===== src/inc/qei_map.svh =====
/*
 register offsets, field positions and reset values of the quadrature encoder interface.
 assumes: included by bare name from the design only.
*/
`ifndef QEI_MAP_SVH
`define QEI_MAP_SVH
// ==================================================
// register byte offsets
`define QEI_OFF_STATUS 12'h000
`define QEI_OFF_LIMIT 12'h004
`define QEI_OFF_CONTROL 12'h008
`define QEI_OFF_COUNT 12'h00c
`define QEI_OFF_TIMER 12'h010
`define QEI_OFF_RELOAD 12'h014
`define QEI_OFF_PRESCALE 12'h018
`define QEI_OFF_INTERVAL 12'h01c
`define QEI_OFF_ELAPSED 12'h020
`define QEI_OFF_CNT_SNAP 12'h024
// ==================================================
// control field positions
`define QEI_CTL_SWAP 0
`define QEI_CTL_INDEX 1
`define QEI_CTL_FIRST 2
`define QEI_CTL_CHECK 3
`define QEI_CTL_SNAP 4
`define QEI_CTL_TIMER 5
// ==================================================
// status field positions
`define QEI_ST_ERROR 0
`define QEI_ST_DIR 1
`define QEI_ST_UNINIT 2
`define QEI_ST_A 3
`define QEI_ST_B 4
`define QEI_ST_INDEX 5
`define QEI_ST_FIRST 6
// ==================================================
// reset values
`define QEI_RST_CONTROL 6'h00
`define QEI_RST_WORD 16'h0000
`define QEI_RST_PRESCALE 8'h00
`endif


===== src/inc/qei_pkg.sv =====
/*
 types of the quadrature encoder interface.
 assumes: nothing beyond the compiler.
*/
package qei_pkg;
   // ==================================================
   // control register fields
   typedef struct packed {
      logic timer_enable;
      logic snapshot_on_timeout;
      logic count_check_enable;
      logic first_index_only;
      logic index_reset_enable;
      logic swap_direction;
   } qei_control_t;
   // quadrature pins in one group
   typedef struct packed {
      logic index_in;
      logic quad_in_b;
      logic quad_in_a;
   } qei_pins_t;
   // edge that carried the first index reset
   typedef enum logic [1:0] {
      qei_edge_a_rise, qei_edge_a_fall, qei_edge_b_rise, qei_edge_b_fall
   } qei_edge_t;
   // index alignment states
   typedef enum logic [1:0] {
      qei_idle, qei_armed, qei_done
   } qei_state_t;
endpackage


===== src/qei_top.sv =====
/*
 quadrature encoder interface: position counter, index reset and check, loop timer, snapshots, apb slave.
 assumes: pins synchronous enough for a two stage synchroniser, apb master on sys_clk_i, external irq masking.
*/
// The register addresses and the APB interface to the registers are this design's own decisions.
`include "qei_map.svh"
module qei_top (
   // clock and reset
   input wire logic sys_clk_i,
   input wire logic arst_n_i,
   // apb slave
   input wire logic psel_i,
   input wire logic penable_i,
   input wire logic pwrite_i,
   input wire logic [11:0] paddr_i,
   input wire logic [31:0] pwdata_i,
   output logic [31:0] prdata_o,
   output logic pready_o,
   output logic pslverr_o,
   // encoder pins
   input wire logic quad_in_a_i,
   input wire logic quad_in_b_i,
   input wire logic index_in_i,
   // edge interval timer values
   input wire logic [15:0] interval_time_i,
   input wire logic [15:0] elapsed_time_i,
   // unit interrupt
   output logic irq_o
);
   // ==================================================
   // reset release
   logic [1:0] rst_sync;
   logic rst_n;
   always_ff @(posedge sys_clk_i or negedge arst_n_i) begin
      if (!arst_n_i) rst_sync <= 2'h0;
      else rst_sync <= {rst_sync[0], 1'b1};
   end
   assign rst_n = rst_sync[1];

   // ==================================================
   // pin synchronisers and edge history
   qei_pkg::qei_pins_t pin_meta, pin_sync, pin_prev;
   always_ff @(posedge sys_clk_i or negedge rst_n) begin
      if (!rst_n) begin
         pin_meta <= 3'h0;
         pin_sync <= 3'h0;
         pin_prev <= 3'h0;
      end else begin
         pin_meta <= {index_in_i, quad_in_b_i, quad_in_a_i};
         pin_sync <= pin_meta;
         pin_prev <= pin_sync;
      end
   end

   // ==================================================
   // registers
   qei_pkg::qei_control_t ctl;
   logic [15:0] count_limit, position_count, loop_timer_count, loop_timer_reload;
   logic [7:0] loop_timer_prescale, pre_cnt;
   logic [15:0] interval_snap, elapsed_snap, count_snap;
   logic limit_written, dir_up, err_flag, first_seen, marker_pend;
   qei_pkg::qei_state_t align_state;
   qei_pkg::qei_edge_t align_edge;

   // ==================================================
   // apb decode
   wire access = psel_i && penable_i;
   wire wr = access && pwrite_i;
   wire rd = access && !pwrite_i;
   wire hit_status = paddr_i == `QEI_OFF_STATUS;
   wire hit_limit = paddr_i == `QEI_OFF_LIMIT;
   wire hit_ctl = paddr_i == `QEI_OFF_CONTROL;
   wire hit_count = paddr_i == `QEI_OFF_COUNT;
   wire hit_timer = paddr_i == `QEI_OFF_TIMER;
   wire hit_reload = paddr_i == `QEI_OFF_RELOAD;
   wire hit_pre = paddr_i == `QEI_OFF_PRESCALE;
   wire hit_int = paddr_i == `QEI_OFF_INTERVAL;
   wire hit_ela = paddr_i == `QEI_OFF_ELAPSED;
   wire hit_csnap = paddr_i == `QEI_OFF_CNT_SNAP;
   wire mapped = hit_status | hit_limit | hit_ctl | hit_count | hit_timer | hit_reload | hit_pre |
                 hit_int | hit_ela | hit_csnap;

   // ==================================================
   // quadrature decode on counter inputs
   wire a_now = ctl.swap_direction ? pin_sync.quad_in_b : pin_sync.quad_in_a;
   wire b_now = ctl.swap_direction ? pin_sync.quad_in_a : pin_sync.quad_in_b;
   wire a_old = ctl.swap_direction ? pin_prev.quad_in_b : pin_prev.quad_in_a;
   wire b_old = ctl.swap_direction ? pin_prev.quad_in_a : pin_prev.quad_in_b;
   wire a_edge = a_now ^ a_old;
   wire b_edge = b_now ^ b_old;
   wire q_edge = a_edge ^ b_edge;
   // a leading b: a edge gives a != b, b edge gives a == b
   wire fwd = a_edge ? (a_now != b_now) : (a_now == b_now);
   // which edge this is, in forward terms; reverse uses the opposite polarity
   wire [1:0] edge_code = a_edge ? {1'b0, ~a_now} : {1'b1, ~b_now};
   wire [1:0] edge_fwd = fwd ? edge_code : {edge_code[1], ~edge_code[0]};
   wire idx_rise = pin_sync.index_in && !pin_prev.index_in;
   wire idx_fall = !pin_sync.index_in && pin_prev.index_in;
   wire marker = ctl.index_reset_enable && (dir_up ? idx_rise : idx_fall);
   wire first_ok = !(ctl.first_index_only && first_seen);
   wire edge_match = (align_state == qei_pkg::qei_idle) ? 1'b1 : (edge_fwd == align_edge);
   wire do_index = q_edge && (marker_pend || marker) && edge_match && first_ok;
   wire [15:0] index_val = fwd ? `QEI_RST_WORD : count_limit;
   wire [15:0] wrap_val = fwd ? ((position_count == count_limit) ? `QEI_RST_WORD : position_count + 16'h0001)
                          : ((position_count == `QEI_RST_WORD) ? count_limit : position_count - 16'h0001);
   wire [15:0] next_count = do_index ? index_val : wrap_val;
   wire [15:0] expect_val = dir_up ? `QEI_RST_WORD : count_limit;
   wire check_on = ctl.count_check_enable && ctl.index_reset_enable;
   wire mismatch = check_on && marker && (position_count != expect_val);

   // ==================================================
   // loop timer
   wire pre_tick = ctl.timer_enable && (pre_cnt == `QEI_RST_PRESCALE);
   wire timeout = pre_tick && (loop_timer_count == `QEI_RST_WORD);

   // ==================================================
   // status word
   wire [15:0] status = {9'h000, first_seen, pin_sync.index_in, pin_sync.quad_in_b, pin_sync.quad_in_a,
                         !limit_written, dir_up, err_flag};
   wire [15:0] rd_mux = hit_status ? status :
                        hit_limit ? count_limit :
                        hit_ctl ? {10'h000, ctl} :
                        hit_count ? position_count :
                        hit_timer ? loop_timer_count :
                        hit_reload ? loop_timer_reload :
                        hit_pre ? {8'h00, loop_timer_prescale} :
                        hit_int ? interval_snap :
                        hit_ela ? elapsed_snap :
                        hit_csnap ? count_snap : 16'h0000;

   // control, limit, reload and prescale registers
   always_ff @(posedge sys_clk_i or negedge rst_n) begin
      if (!rst_n) begin
         ctl <= `QEI_RST_CONTROL;
         count_limit <= `QEI_RST_WORD;
         limit_written <= 1'b0;
         loop_timer_reload <= `QEI_RST_WORD;
         loop_timer_prescale <= `QEI_RST_PRESCALE;
      end else if (wr) begin
         if (hit_ctl) ctl <= pwdata_i[5:0];
         if (hit_limit) begin
            count_limit <= pwdata_i[15:0];
            limit_written <= 1'b1;
         end
         if (hit_reload) loop_timer_reload <= pwdata_i[15:0];
         if (hit_pre) loop_timer_prescale <= pwdata_i[7:0];
      end
   end

   // position counter and direction; hardware edge wins over a write
   always_ff @(posedge sys_clk_i or negedge rst_n) begin
      if (!rst_n) begin
         position_count <= `QEI_RST_WORD;
         dir_up <= 1'b1;
      end else if (q_edge) begin
         position_count <= next_count;
         dir_up <= fwd;
      end else if (wr && hit_count) begin
         position_count <= pwdata_i[15:0];
      end
   end

   // marker pending, edge alignment and first marker flag
   always_ff @(posedge sys_clk_i or negedge rst_n) begin
      if (!rst_n) begin
         marker_pend <= 1'b0;
         align_state <= qei_pkg::qei_idle;
         align_edge <= qei_pkg::qei_edge_a_rise;
         first_seen <= 1'b0;
      end else begin
         if (!ctl.index_reset_enable) marker_pend <= 1'b0;
         else if (do_index) marker_pend <= 1'b0;
         else if (marker && first_ok) marker_pend <= 1'b1;
         if (do_index && align_state == qei_pkg::qei_idle) begin
            align_edge <= qei_pkg::qei_edge_t'(edge_fwd);
            align_state <= qei_pkg::qei_done;
         end
         if (marker && ctl.first_index_only) first_seen <= 1'b1;
      end
   end

   // count check error, set wins, cleared by a matching marker
   always_ff @(posedge sys_clk_i or negedge rst_n) begin
      if (!rst_n) err_flag <= 1'b0;
      else if (mismatch) err_flag <= 1'b1;
      else if (check_on && marker) err_flag <= 1'b0;
   end

   // loop timer prescaler and count
   always_ff @(posedge sys_clk_i or negedge rst_n) begin
      if (!rst_n) begin
         pre_cnt <= `QEI_RST_PRESCALE;
         loop_timer_count <= `QEI_RST_WORD;
      end else begin
         if (!ctl.timer_enable) pre_cnt <= loop_timer_prescale;
         else if (pre_tick) pre_cnt <= loop_timer_prescale;
         else pre_cnt <= pre_cnt - 8'h01;
         if (timeout) loop_timer_count <= loop_timer_reload;
         else if (pre_tick) loop_timer_count <= loop_timer_count - 16'h0001;
         else if (wr && hit_timer) loop_timer_count <= pwdata_i[15:0];
      end
   end

   // snapshots on timeout or count read
   always_ff @(posedge sys_clk_i or negedge rst_n) begin
      if (!rst_n) begin
         interval_snap <= `QEI_RST_WORD;
         elapsed_snap <= `QEI_RST_WORD;
         count_snap <= `QEI_RST_WORD;
      end else if (ctl.snapshot_on_timeout ? timeout : (rd && hit_count)) begin
         interval_snap <= interval_time_i;
         elapsed_snap <= elapsed_time_i;
         if (ctl.snapshot_on_timeout) count_snap <= position_count;
      end
   end

   // apb answer and interrupt outputs
   always_ff @(posedge sys_clk_i or negedge rst_n) begin
      if (!rst_n) begin
         prdata_o <= 32'h00000000;
         pready_o <= 1'b0;
         pslverr_o <= 1'b0;
         irq_o <= 1'b0;
      end else begin
         pready_o <= psel_i && !penable_i;
         pslverr_o <= psel_i && !penable_i && !mapped;
         prdata_o <= {16'h0000, rd_mux};
         irq_o <= timeout || mismatch;
      end
   end
endmodule


===== config.mk =====
export PLATFORM = sky130hd
export DESIGN_NAME = qei_top
export DESIGN_NICKNAME = d
export VERILOG_FILES = /design/src/inc/qei_pkg.sv /design/src/qei_top.sv
export VERILOG_INCLUDE_DIRS = /design/src /design/src/inc
export SDC_FILE = /design/constraint.sdc
export NUM_CORES = 1
export LEC_CHECK = 0
export ABC_CLOCK_PERIOD_IN_PS = 7200
export BUFFER_PORTS_ARGS = -buffer_cell sky130_fd_sc_hd__buf_2
export CAP_MARGIN = 20
export CORE_UTILIZATION = 42
export DETAILED_ROUTE_END_ITERATION = 8
export HOLD_SLACK_MARGIN = 0.15
export PLACE_DENSITY = 0.6
export SETUP_SLACK_MARGIN = 0.02
export SLEW_MARGIN = 15
export SYNTH_ARGS = -nofsm -noshare
export SYNTH_HDL_FRONTEND = slang
export SYNTH_SLANG_ARGS = --single-unit

===== constraint.sdc =====
create_clock -name sys_clk_i -period 7.2 [get_ports sys_clk_i]
set_clock_uncertainty 0.05 [all_clocks]
set_input_delay 0.36 -clock sys_clk_i [delete_from_list [all_inputs] [get_ports sys_clk_i]]
set_output_delay 0.36 -clock sys_clk_i [all_outputs]
set_load 0.02 [all_outputs]

==> results of run 1 <==
## sequential cells by signal, summed over array words and instances (netlist names), 6 cells and up
name / count
loop_timer_count: 16
ctl: 6
count_limit: 16
count_snap: 16
pre_cnt: 8
loop_timer_prescale: 8
interval_snap: 16
loop_timer_reload: 16
elapsed_snap: 16
position_count: 16
prdata_o: 16
## cells in the final DEF, fill, tap and decap left out, types with 18 or more instances in the layout
cell type,count
nand2_1,67
o21ai_0,46
a21oi_1,54
a22oi_1,22
a211oi_1,18
buf_2,86
mux2_2,57
nor3_1,20
inv_1,21
a221oi_1,19
mux2_4,30
nor2_1,82
xnor2_1,30
dlygate4sd3_1,37
nand3_1,23
nor2b_1,18
dfrtp_1,170
mux2i_1,24
## logic make-up after synthesis
family / Yosys count
AOI/OAI and AO/OA: 243
xor gates and xnor gates: 39
adders and majority gates: 5
buffers and inverters: 89
DFF: 172
muxes: 111
other: 2
and+or+nand+nor: 289
## power by group through the flow
stage / Clock (mW) / Sequential, mW / Combinational [mW]
after global placement: 0 / 1.16 / 0.460
after global routing: 0.997 / 1.16 / 0.535
after detailed placement: 0 / 1.16 / 0.462
after floorplan: 0 / 1.08 / 0.382
final: 0.941 / 1.15 / 0.487
after CTS: 0.959 / 1.14 / 0.480
## worst max-delay path, stage by stage, from the launching register on
cell       delay (ps)
dfrtp_1           580
inv_1             200
a2111oi_0         570
nand4_1           240
o31ai_1           840
a21oi_1           410
a221oi_1          460
a22oi_1           110
## cell usage after synthesis (all sizes together) (4+ instances only)
master   instances  area share [%]
a2111oi          5            0.46
a211oi          18             1.4
a21boi           5            0.39
a21o             5            0.39
a21oi           55             2.9
a221oi          19             1.7
a22oi           23             1.9
a31oi            7            0.46
a32oi            5            0.46
and2             4            0.26
and3             5            0.33
buf             33             2.4
clkbuf          34             1.3
dfrtp          171              45
ha               5            0.65
inv             22            0.86
mux2            87              11
mux2i           24             2.5
nand2           69             2.8
nand2b          15            0.98
nand3           23             1.2
nand4            5            0.33
nor2            85             3.4
nor2b           18             1.2
nor3            23             1.5
nor4            13            0.91
o2111ai          4            0.37
o211ai          13             1.0
o21ai           48             2.5
o221ai           5            0.46
o22ai            5            0.33
o31ai            5            0.44
or3              7            0.46
or3b             4            0.37
or4              8            0.67
xnor2           30             2.7
xor2             9            0.82
## layer usage
| layer | track usage, % | vias to the layer above | part of all wire [%] |
|---|---|---|---|
| met1 | 37.3 | 4025 | 43 |
| met5 | 0 | - | 0 |
| met4 | 8.23 | 0 | 2.5 |
| li1 | - | 3681 | - |
| met2 | 43.5 | 389 | 47 |
| met3 | 4.56 | 46 | 6.9 |
## layout make-up
class	instances	area (um2)
clock buffers	17	425
clock inverters	15	186
fillers	2065	10900
inverters	22	82.6
multi-input cells	704	4900
flip-flops and latches	172	4310
well taps	280	350
repair buffers	136	911
## final timing paths
kind / cells after the start / endpoint / slack, ps / start
worst max-delay path: 7 / position_count[4] / 3600 / position_count[7]
worst min-delay path: 2 / pready_o / 170 / psel_i
worst max register to register: 7 / position_count[4] / 3600 / position_count[7]
worst min register to register: 0 / pin_sync[2] / 300 / pin_meta[2]
max in group asynchronous: 1 / position_count[12] / 5910 / rst_sync[1]
min in group asynchronous: 2 / rst_sync[1] / 180 / arst_n_i
## through the flow
step	hold WS, ps	area [um2]	setup WS, ps	cells
finish	172	11200	3600	1346
global route	169	11200	3350	1346
CTS	158	11200	3800	1345
detailed placement	97.9	10200	3520	1276
global placement	95.3	10200	3530	1276
floorplan	14.4	9640	2000	965
==> summary by stage, run 1 <==
Clock tree
The clock transition at the registers of the reported paths is 70 ps. TritonCTS built the clock tree. The tree built by TritonCTS fans out to 172 sinks. TritonCTS created 17 clock buffers. The number of hold-repair buffers added at the cts stage is 37. After clock tree synthesis, the setup repair step added 0 buffers. The maximum level of the CTS H-tree is 4. Clock latency on the worst-skew pair, taken at its later pin, is 440 ps. The count of cells resized by post-cts repair is 0. Counting along the longest clock path gives a buffer depth of 2. The root buffer cell is clkbuf_16.

Pwr
The total power consumption of the routed design is 2.58 mW. The reported leakage power is 5.15 nW. The internal portion of the total power is 1.68 mW. Of the total power, registers draw 44.6%. Combinational logic is responsible for 18.9% of the overall power. The switching part of the total power is 35.0%.

The net switching power figure is 903 uW. The power per unit of standard cell area is 231 mW/mm2. The maximum vdd drop is 0.156 mV. The share of total power dissipated in the clock network is 36.5%.

Worst setup path
The critical path is of the reg -> reg type. STA classifies the critical path startpoint as a register. The required time of the critical path is 7450 ps. For the worst setup path, the data arrival time is 3850 ps. The critical path endpoint category is a register.

Along the worst path, the maximum fanout reaches 10.

Hold path
In this run the worst hold path is classified as in -> reg.

Synthesis
The largest family of logic cells by synthesized area is compound AO/OA/AOI/OAI gates. Of the total synthesized cell area, the portion taken by AND, OR, NAND and NOR gates is 15.1%. Summing the areas of all compound-gate instances in the mapped netlist gives 17.2% of the synthesized area.

Synthesis handed over a netlist of 950 instances. The post-synthesis instance area is 0.00958 mm2. The count of flip-flops with a built-in enable after synthesis is 0. The number of distinct library cells after synthesis is 76.

The area share of xor/xnor cells in the synthesized design is 3.57%. During synthesis, Yosys emitted a total of 0 warnings. The per-instance average area after synthesis is 10.1 um2. The multiplexer share of the synthesized area is 13.9%.

The flop and latch count out of synthesis is 172. The post-synthesis sequential area ratio is 44.9%. The main flop type after synthesis is dfrtp_1. The async set-reset flop share out of synthesis is 100%.

The synthesized netlist devotes 0.653% of its cell area to adder and majority cells.

Finish
The number of antenna diodes in the final layout is 0. The count of nets after finishing is 1142. The fraction of layout instances using a drive strength above 1 is 22.4%. The area added between synthesis and finish is 16.5%.

The core occupancy in the finished layout is 50.5%.

Die
The overall die width is 153 um. The initial cell density of the core is 43.4%. The floorplan core area is 0.0221 mm2. 119 I/O pins were placed. The floorplan has 54 rows. In this run the vertical extent of the chip is 153 um. The floorplan die area is 0.0234 mm2.

Detailed routing
For this run, the detailed router's first-pass iteration total came to 7. The routed wire length is 30700 um. For this run, design rule violations remaining after detail routing come to 0.

Using the TritonRoute via totals, the vias-per-cell ratio works out to 6.05. The via count is 8141. After detailed routing, the average wire length per cell comes to 22.8 um. The remaining antenna violation count after routing is 0. In this run, the number of DRC markers left after iteration 0 of detailed routing was 790.

STA
The upper clock frequency limit is 0.278 GHz. At the pin with the least slew margin, the transition time is 1120 ps. The number of pins exceeding their max-slew limit in the final report came to 0. Setup repair after global routing left no endpoint under its margin.

The hold violation count in the final report was 0. Headroom to the max-slew limit came out at 24.4%. The setup total negative slack is 0 ps.

The total setup violations reported at the end of the flow is 0. The clock period minus final worst setup slack is 3600 ps. The fraction of the cycle the final worst path needs is 49.9%.

Global route
The via count of the first global-routing pass came to 7700. The global-route wire length before repair is 47600 um. The number of antenna violations at the first check in global routing was 1. Summed over all layers, the global routing overflow is 0. Entering global routing, the biggest net connects 171 pins. The total routing resource utilization after global routing is 27.1%.

Flow run
Max-cap violations in this run came to 0.

Placement
Buffers placed on the I/O ports in this run total 86. Routability-driven placement finished with a final weighted congestion of 0.909. The HPWL after detailed placement is 21900 um.

Outcome
The run finished with clean final reports.
No activity file was read; power rests on OpenSTA's default activity.
==> run 2, diff against run 1 <==
- ABC_CLOCK_PERIOD_IN_PS: 7200 -> 3300
- PLACE_DENSITY: 0.6 -> 0.62
- clock period: 7.2 -> 3.3 ns (I/O delays scaled with it)
==> run 2 against run 1 <==
Via count is 2.6% higher; combinational power grew to 2.6 times the previous value; sequential power is 120% higher; non-clock buffer count is 57 higher; worst hold slack better by 33 ps; largest power group unchanged.
==> summary by stage, run 2 (synthesis gave the netlist of run 1 again) <==
Outcome
Status: finished, final reports clean (unchanged).

Clock tree
The worst-skew pair later-pin latency is 440 ps (about the same). The clock transition at the registers of the reported paths came to 80 ps (was 70 ps). The number of buffers between clock root and the deepest sink is 2 (unchanged). The count of cells resized by post-cts repair is 0 (unchanged). The root buffer cell is clkbuf_16 (unchanged). The number of clock buffers inserted by TritonCTS is 17 (unchanged). The maximum level of the CTS H-tree was 4 (unchanged).

The post-CTS setup repair buffer count is 0 (unchanged). The CTS tree is yes (unchanged). The total number of clock tree sinks was 172 (unchanged).

Hold path
The end point of the worst hold path is loop_timer_prescale[1] (was pready_o). The kind of path behind the tightest hold check was in -> reg (unchanged). The number of instances on the worst hold path is 2 (unchanged).

The start point of the worst min-delay path is pwdata_i[1] (was psel_i).

Finish
The final-layout fill cell count is 1978 (was 2065). The area added between synthesis and finish is 21.8% (was 16.5%). The commonest non-fill, non-tap cell in the layout is dfrtp_1 (unchanged).

The fraction of layout instances using a drive strength above 1 is 24.5% (was 22.4%). Highest-count cells in the layout ignoring fill and taps: 170 x dfrtp_1, 86 x buf_2, 83 x nor2_1 (was 170 x dfrtp_1, 86 x buf_2, 82 x nor2_1). The flip-flop and latch area came to 0.00431 mm2 (unchanged). The area used by multi-input combinational logic is 0.00489 mm2 (was 0.00490 mm2). The antenna diode instance count is 0 (unchanged). The count of nets after finishing is 1199 (was 1142).

Pwr
The cell-internal power was 3.82 mW (was 1.68 mW). The reported leakage power is 5.44 nW (was 5.15 nW). The part of the power in registers is 42.7% (was 44.6%). The net switching power figure came to 1.98 mW (was 903 uW). The share of total power in combinational logic came to 21.6% (was 18.9%).

The power per unit of standard cell area is 497 mW/mm2 (was 231 mW/mm2). The switching part of the total power came to 34.1% (was 35.0%). The maximum vdd drop came to 0.383 mV (was 0.156 mV). The total power consumption of the routed design is 5.80 mW (was 2.58 mW). The part of the power in the clock network is 35.7% (was 36.5%).

Global route
The global-route wire length before repair is 49600 um (was 47600 um). The sum of overflow across all layers after global routing is 0 (unchanged). The maximum number of pins on one net before global-route repair is 66 (was 171). The number of antenna violations at the first check in global routing is 0 (was 1).

The total routing resource utilization after global routing is 28.3% (was 27.1%). The via count of the first global-routing pass is 8276 (was 7700).

Detailed routing
The number of detailed-route iterations in the first pass is 5 (was 7). The DRC violation count after routing is 0 (unchanged). The initial detailed-routing violation count is 844 (was 790). The via count came to 8356 (was 8141).

The number of vias per cell after detailed routing is 5.96 (was 6.05). The sum of routed wire segments on met1 is 13500 um (was 13300 um). The wire length per cell is 22.7 um (was 22.8 um). The top routing layer in use was met4 (unchanged). The length of routed met2 wiring is 14500 um (about the same).

The amount of wire on met3 after detailed routing is 2350 um (was 2120 um). The remaining antenna violation count after routing is 0 (unchanged). The routed wire length is 31900 um (was 30700 um).

Worst setup path
The worst setup path startpoint is pre_cnt[0] (was position_count[7]). The source of the worst register-to-register timing path is pre_cnt[0] (was position_count[7]). The delay contributed by the slowest stage of the critical path is 400 ps (was 840 ps).

The number of buffers and inverters on the critical path is 1 (unchanged). The required time of the critical path is 3580 ps (was 7450 ps). The cell class contributing the biggest share of worst-path delay is simple AND/OR/NAND/NOR gates (was compound AO/OA/AOI/OAI gates). The critical path endpoint category is a register (unchanged). The arrival time at the worst endpoint is 3250 ps (was 3850 ps). The end of the worst register-to-register path is count_snap[14] (was position_count[4]). The reg2reg setup slack is 330 ps (was 3600 ps). The cell depth of the worst flop-to-flop path was 8 (was 7). Ordered cell list for the critical path: inv_1 > ha_1 > or3b_1 > or3_1 > or2_1 > nor3_4 > nand2_2 > mux2_2 (was inv_1 > a2111oi_0 > nand4_1 > o31ai_1 > a21oi_1 > a221oi_1 > a22oi_1). The startpoint kind of the worst setup timing path is a register (unchanged). The slowest cell on the critical path was or3_1 (was o31ai_1). The highest fanout seen on the critical path was 27 (was 10). The critical path class is reg -> reg (unchanged).

Die
The number of placed I/O pins is 119 (unchanged). The floorplan core area was 0.0221 mm2 (unchanged). The overall die width is 153 um (unchanged). The initial cell density of the core is 43.4% (unchanged). The floorplan die area is 0.0234 mm2 (unchanged). The die span in y was 153 um (unchanged). The standard-cell row count came to 54 (unchanged).

STA
The relative slew slack is 39.7% (was 24.4%). The total setup violations reported at the end of the flow is 0 (unchanged). The upper clock frequency limit is 0.337 GHz (was 0.278 GHz).

The number of pins exceeding their max-slew limit in the final report is 0 (unchanged). The actual slew at the worst max-slew pin came to 904 ps (was 1120 ps). The hold violation count in the final report came to 0 (unchanged). The clock period minus final worst setup slack is 2970 ps (was 3600 ps). The fraction of the cycle the final worst path needs is 90.0% (was 49.9%). The final worst setup slack is 330 ps (was 3600 ps). The setup total negative slack is 0 ps (unchanged). RSZ-0062 raised after global routing: false (unchanged).

Placement
The placed wire-length estimate was 23100 um (was 21900 um). The quantity of I/O buffers inserted on ports came to 86 (unchanged). The pre-CTS worst setup slack was 330 ps (was 3520 ps). The weighted congestion reported at the end of routability-driven placement is 0.982 (was 0.909).

Flow run
The total of max-cap violations was 0 (unchanged).
==> run 2: cell types whose count changed in the layout (fill, tap and decap cells not counted), sizes merged <==
cell / delta
dlygate4sd3: +20
clkbuf: +1
clkinv: -2
bufinv: +1
buf: +37
==> run 2: power groups by stage <==
| stage | clock network, mW | logic [mW] | registers [mW] |
|---|---|---|---|
| finish | 2.07 | 1.25 | 2.48 |
| detailed placement | 0 | 1.17 | 2.51 |
| global placement | 0 | 1.16 | 2.50 |
| global route | 2.19 | 1.36 | 2.49 |
| floorplan | 0 | 0.833 | 2.35 |
| CTS | 2.10 | 1.23 | 2.46 |
==> run 2: timing repair <==
item | CTS | global route
hold buffers | 57 | 0
endpoints found under the setup margin | 0 | 0
endpoints found under the hold margin | 89 | 0
==> run 2: how the worst max path moves through the flow <==
stage                           end  slack (ps)  cells after the start
6_report             count_snap[14]         330                      8
5_1_grt        loop_timer_count[12]         180                     10
4_1_cts              count_snap[14]         300                      8
3_5_place_dp         count_snap[14]         330                      8
3_3_place_gp         count_snap[10]         380                      8
2_1_floorplan         align_edge[0]         410                      0
==> run 2: layout make-up <==
type	count	area share (%)
sequential	172	36.9
clock buffer	18	3.76
timing repair buffer	193	12.2
inverter	22	0.708
tap	280	3.00
clock inverter	14	1.43
multi-input combinational	704	41.9
==> run 2: metrics by stage <==
step	cell area (um2)	cells	utilization (%)	hold WS, ps
after CTS	11700	1403	52.8	162
after floorplan	9640	965	-	-181
final	11700	1403	52.8	205
after detailed placement	10500	1314	47.5	-96.3
after global placement	10500	1314	47.5	-98.2
after global routing	11700	1403	52.8	191
==> run 2: routing by layer <==
| metal | GRT usage [%] | up-vias |
|---|---|---|
| met5 | 0 | - |
| met4 | 13.5 | 0 |
| met3 | 6.78 | 86 |
| met2 | 44.2 | 368 |
| met1 | 36.9 | 4128 |
| li1 | - | 3774 |
==> run 3, diff against run 2 <==
- PLACE_DENSITY: 0.62 -> unset
- PLACE_DENSITY_LB_ADDON: unset -> 0.1
==> run 3 against run 2 <==
First-iteration DRC count rose by 7.0%; cell count down 0.57%; routed wire length grew 0.37%; largest power group unchanged; register-to-register slack worse by 80 ps; cell area fell by 0.56%; worst hold slack better by 42 ps; critical path depth is 1 higher; clock-buffer cell count is 1 higher; fmax fell by 2.8%; core utilization decreased by 0.29 points; flip-flop and latch count unchanged; sequential power barely moved.
==> summary by stage, run 3 (synthesis gave the netlist of run 1 again) <==
STA
The hold violation count in the final report is 0 (unchanged). The final hold slack is 247 ps (was 205 ps). RSZ-0062 raised after global routing: false (unchanged). The clock period minus final worst setup slack is 3050 ps (was 2970 ps). The upper clock frequency limit is 0.327 GHz (was 0.337 GHz). The total setup violations reported at the end of the flow is 0 (unchanged). The final worst setup slack is 246 ps (was 330 ps). The setup total negative slack is 0 ps (unchanged). The number of pins exceeding their max-slew limit in the final report is 0 (unchanged). The fraction of the cycle the final worst path needs is 92.6% (was 90.0%). The actual slew at the worst max-slew pin is 823 ps (was 904 ps).

The relative slew slack was 44.7% (was 39.7%).

Finish
The area of all placed cells without fillers is 0.0116 mm2 (was 0.0117 mm2). The fraction of layout instances using a drive strength above 1 came to 23.8% (was 24.5%). The commonest non-fill, non-tap cell in the layout is dfrtp_1 (unchanged).

Highest-count cells in the layout ignoring fill and taps: 170 x dfrtp_1, 86 x buf_2, 83 x nor2_1 (unchanged). The area added between synthesis and finish is 21.1% (was 21.8%). The antenna diode instance count came to 0 (unchanged). The core occupancy in the finished layout came to 52.5% (was 52.8%).

The count of nets after finishing is 1192 (was 1199). The final non-filler cell total is 1395 (was 1403).

Worst setup path
The required time of the critical path is 3570 ps (was 3580 ps). The critical path class is reg -> reg (unchanged). The cell depth of the worst flop-to-flop path is 9 (was 8). The slowest cell on the critical path is dfrtp_1 (was or3_1). The critical path endpoint category is a register (unchanged).

The arrival time at the worst endpoint is 3330 ps (was 3250 ps). The startpoint kind of the worst setup timing path is a register (unchanged). The end of the worst register-to-register path is count_snap[2] (was count_snap[14]). The reg2reg setup slack was 250 ps (was 330 ps).

The source of the worst register-to-register timing path is pre_cnt[0] (unchanged). Ordered cell list for the critical path: inv_1 > ha_1 > or3b_1 > or3_1 > or2_1 > nor3_4 > buf_4 > nand2_2 > mux2_2 (was inv_1 > ha_1 > or3b_1 > or3_1 > or2_1 > nor3_4 > nand2_2 > mux2_2). The highest fanout seen on the critical path was 27 (unchanged).

The delay contributed by the slowest stage of the critical path is 390 ps (was 400 ps).

Placement
The placed wire-length estimate is 23500 um (was 23100 um). The weighted congestion reported at the end of routability-driven placement is 0.968 (was 0.982). The number of cells in the design after placement is 1306 (was 1314). The cell area reported after detailed placement is 0.0104 mm2 (was 0.0105 mm2). The quantity of I/O buffers inserted on ports came to 86 (unchanged). The pre-CTS worst setup slack is 260 ps (was 330 ps).

Clock tree
The post-CTS setup repair buffer count was 0 (unchanged). The count of cells resized by post-cts repair came to 0 (unchanged). The clock transition at the registers of the reported paths is 70 ps (was 80 ps).

The number of buffers between clock root and the deepest sink is 2 (unchanged). The total number of clock tree sinks is 172 (unchanged). The worst-skew pair later-pin latency is 440 ps (about the same).

The number of clock buffers inserted by TritonCTS is 17 (unchanged). The CTS tree is yes (unchanged). The root buffer cell is clkbuf_16 (unchanged). The maximum level of the CTS H-tree is 4 (unchanged).

Die
The overall die width was 153 um (unchanged). The floorplan die area came to 0.0234 mm2 (unchanged). The floorplan core area is 0.0221 mm2 (unchanged).

The standard-cell row count was 54 (unchanged). The number of placed I/O pins is 119 (unchanged). The initial cell density of the core is 43.4% (unchanged).

The die span in y was 153 um (unchanged).

Detailed routing
The remaining antenna violation count after routing is 0 (unchanged). The routed wire length was 32000 um (was 31900 um). The number of detailed-route iterations in the first pass is 6 (was 5). The initial detailed-routing violation count is 903 (was 844).

The wire length per cell is 22.9 um (was 22.7 um). The number of vias per cell after detailed routing is 5.91 (was 5.96). The via count came to 8244 (was 8356). The DRC violation count after routing was 0 (unchanged).

Pwr
The maximum vdd drop is 0.275 mV (was 0.383 mV). The total power consumption of the routed design came to 5.83 mW (was 5.80 mW). The power per unit of standard cell area is 503 mW/mm2 (was 497 mW/mm2).

The reported leakage power is 5.40 nW (was 5.44 nW).

Global route
The met3 global-route usage was 4.79% (was 6.78%). The routing layer with the top usage in global route is met2 (unchanged). The via count of the first global-routing pass is 7816 (was 8276). The number of antenna violations at the first check in global routing is 0 (unchanged). The met2 layer usage reported by global route came to 43.4% (was 44.2%). The maximum number of pins on one net before global-route repair was 55 (was 66). The global-route wire length before repair is 49300 um (was 49600 um). The total routing resource utilization after global routing is 28.3% (about the same).

The routing usage on met1 is 40.3% (was 36.9%). The sum of overflow across all layers after global routing is 0 (unchanged).

Flow run
The total of max-cap violations came to 0 (unchanged).

Hold path
The end point of the worst hold path is prdata_o[3] (was loop_timer_prescale[1]). The kind of path behind the tightest hold check is in -> reg (unchanged). The number of instances on the worst hold path came to 3 (was 2). The start point of the worst min-delay path is paddr_i[3] (was pwdata_i[1]).

Outcome
Status: finished, final reports clean (unchanged).
-- run 3: cell types whose count changed in the layout (fill, tap and decap cells not counted), moves of 2 or more --
cell       change
buf_4          -7
clkinv_2       +2
inv_8          -4
bufinv_16      +2
clkinv_8       -2
clkinv_4       +2
-- run 3: critical path: cells and delay by family, from the launching register on --
family        cells  cell delay, ps
flops             1             390
buf+inv           2             320
simple gates      5            1620
mux               1             380
fa+ha+maj         1             170
-- run 3: worst max path at each step --
stage                           endpoint  slack [ps]        start
after CTS                  count_snap[6]         230   pre_cnt[0]
after floorplan            align_edge[0]         410  rst_sync[1]
after detailed placement   count_snap[2]         260   pre_cnt[0]
after global placement     count_snap[2]         280   pre_cnt[0]
final                      count_snap[2]         250   pre_cnt[0]
after global routing      count_snap[10]          80   pre_cnt[0]
-- run 3: layout make-up --
class                   instances  area, um2
clock inverters                12        160
well taps                     280        350
multi-input cells             704       4890
flip-flops and latches        172       4310
repair buffers                186       1360
clock buffers                  19        443
inverters                      22       82.6
fillers                      1989      10500
-- run 3: routing by layer --
layer | wire length [um] | vias up | part of all wire [%]
li1 | - | 3770 | -
met1 | 14400 | 4097 | 45
met2 | 14600 | 330 | 45
met3 | 2190 | 47 | 6.9
met4 | 816 | 0 | 2.6
met5 | 0 | - | 0
-- run 3: timing repair --
item	CTS	global route
endpoints found under the hold margin	97	0
setup endpoints to repair	0	0
hold buffers	58	0
-- run 3: where the power goes --
part / leakage (nW) / switching, mW / internal (mW)
Clock: 0.294 / 0.881 / 1.22
Combinational: 2.77 / 0.748 / 0.508
Sequential: 2.33 / 0.274 / 2.21
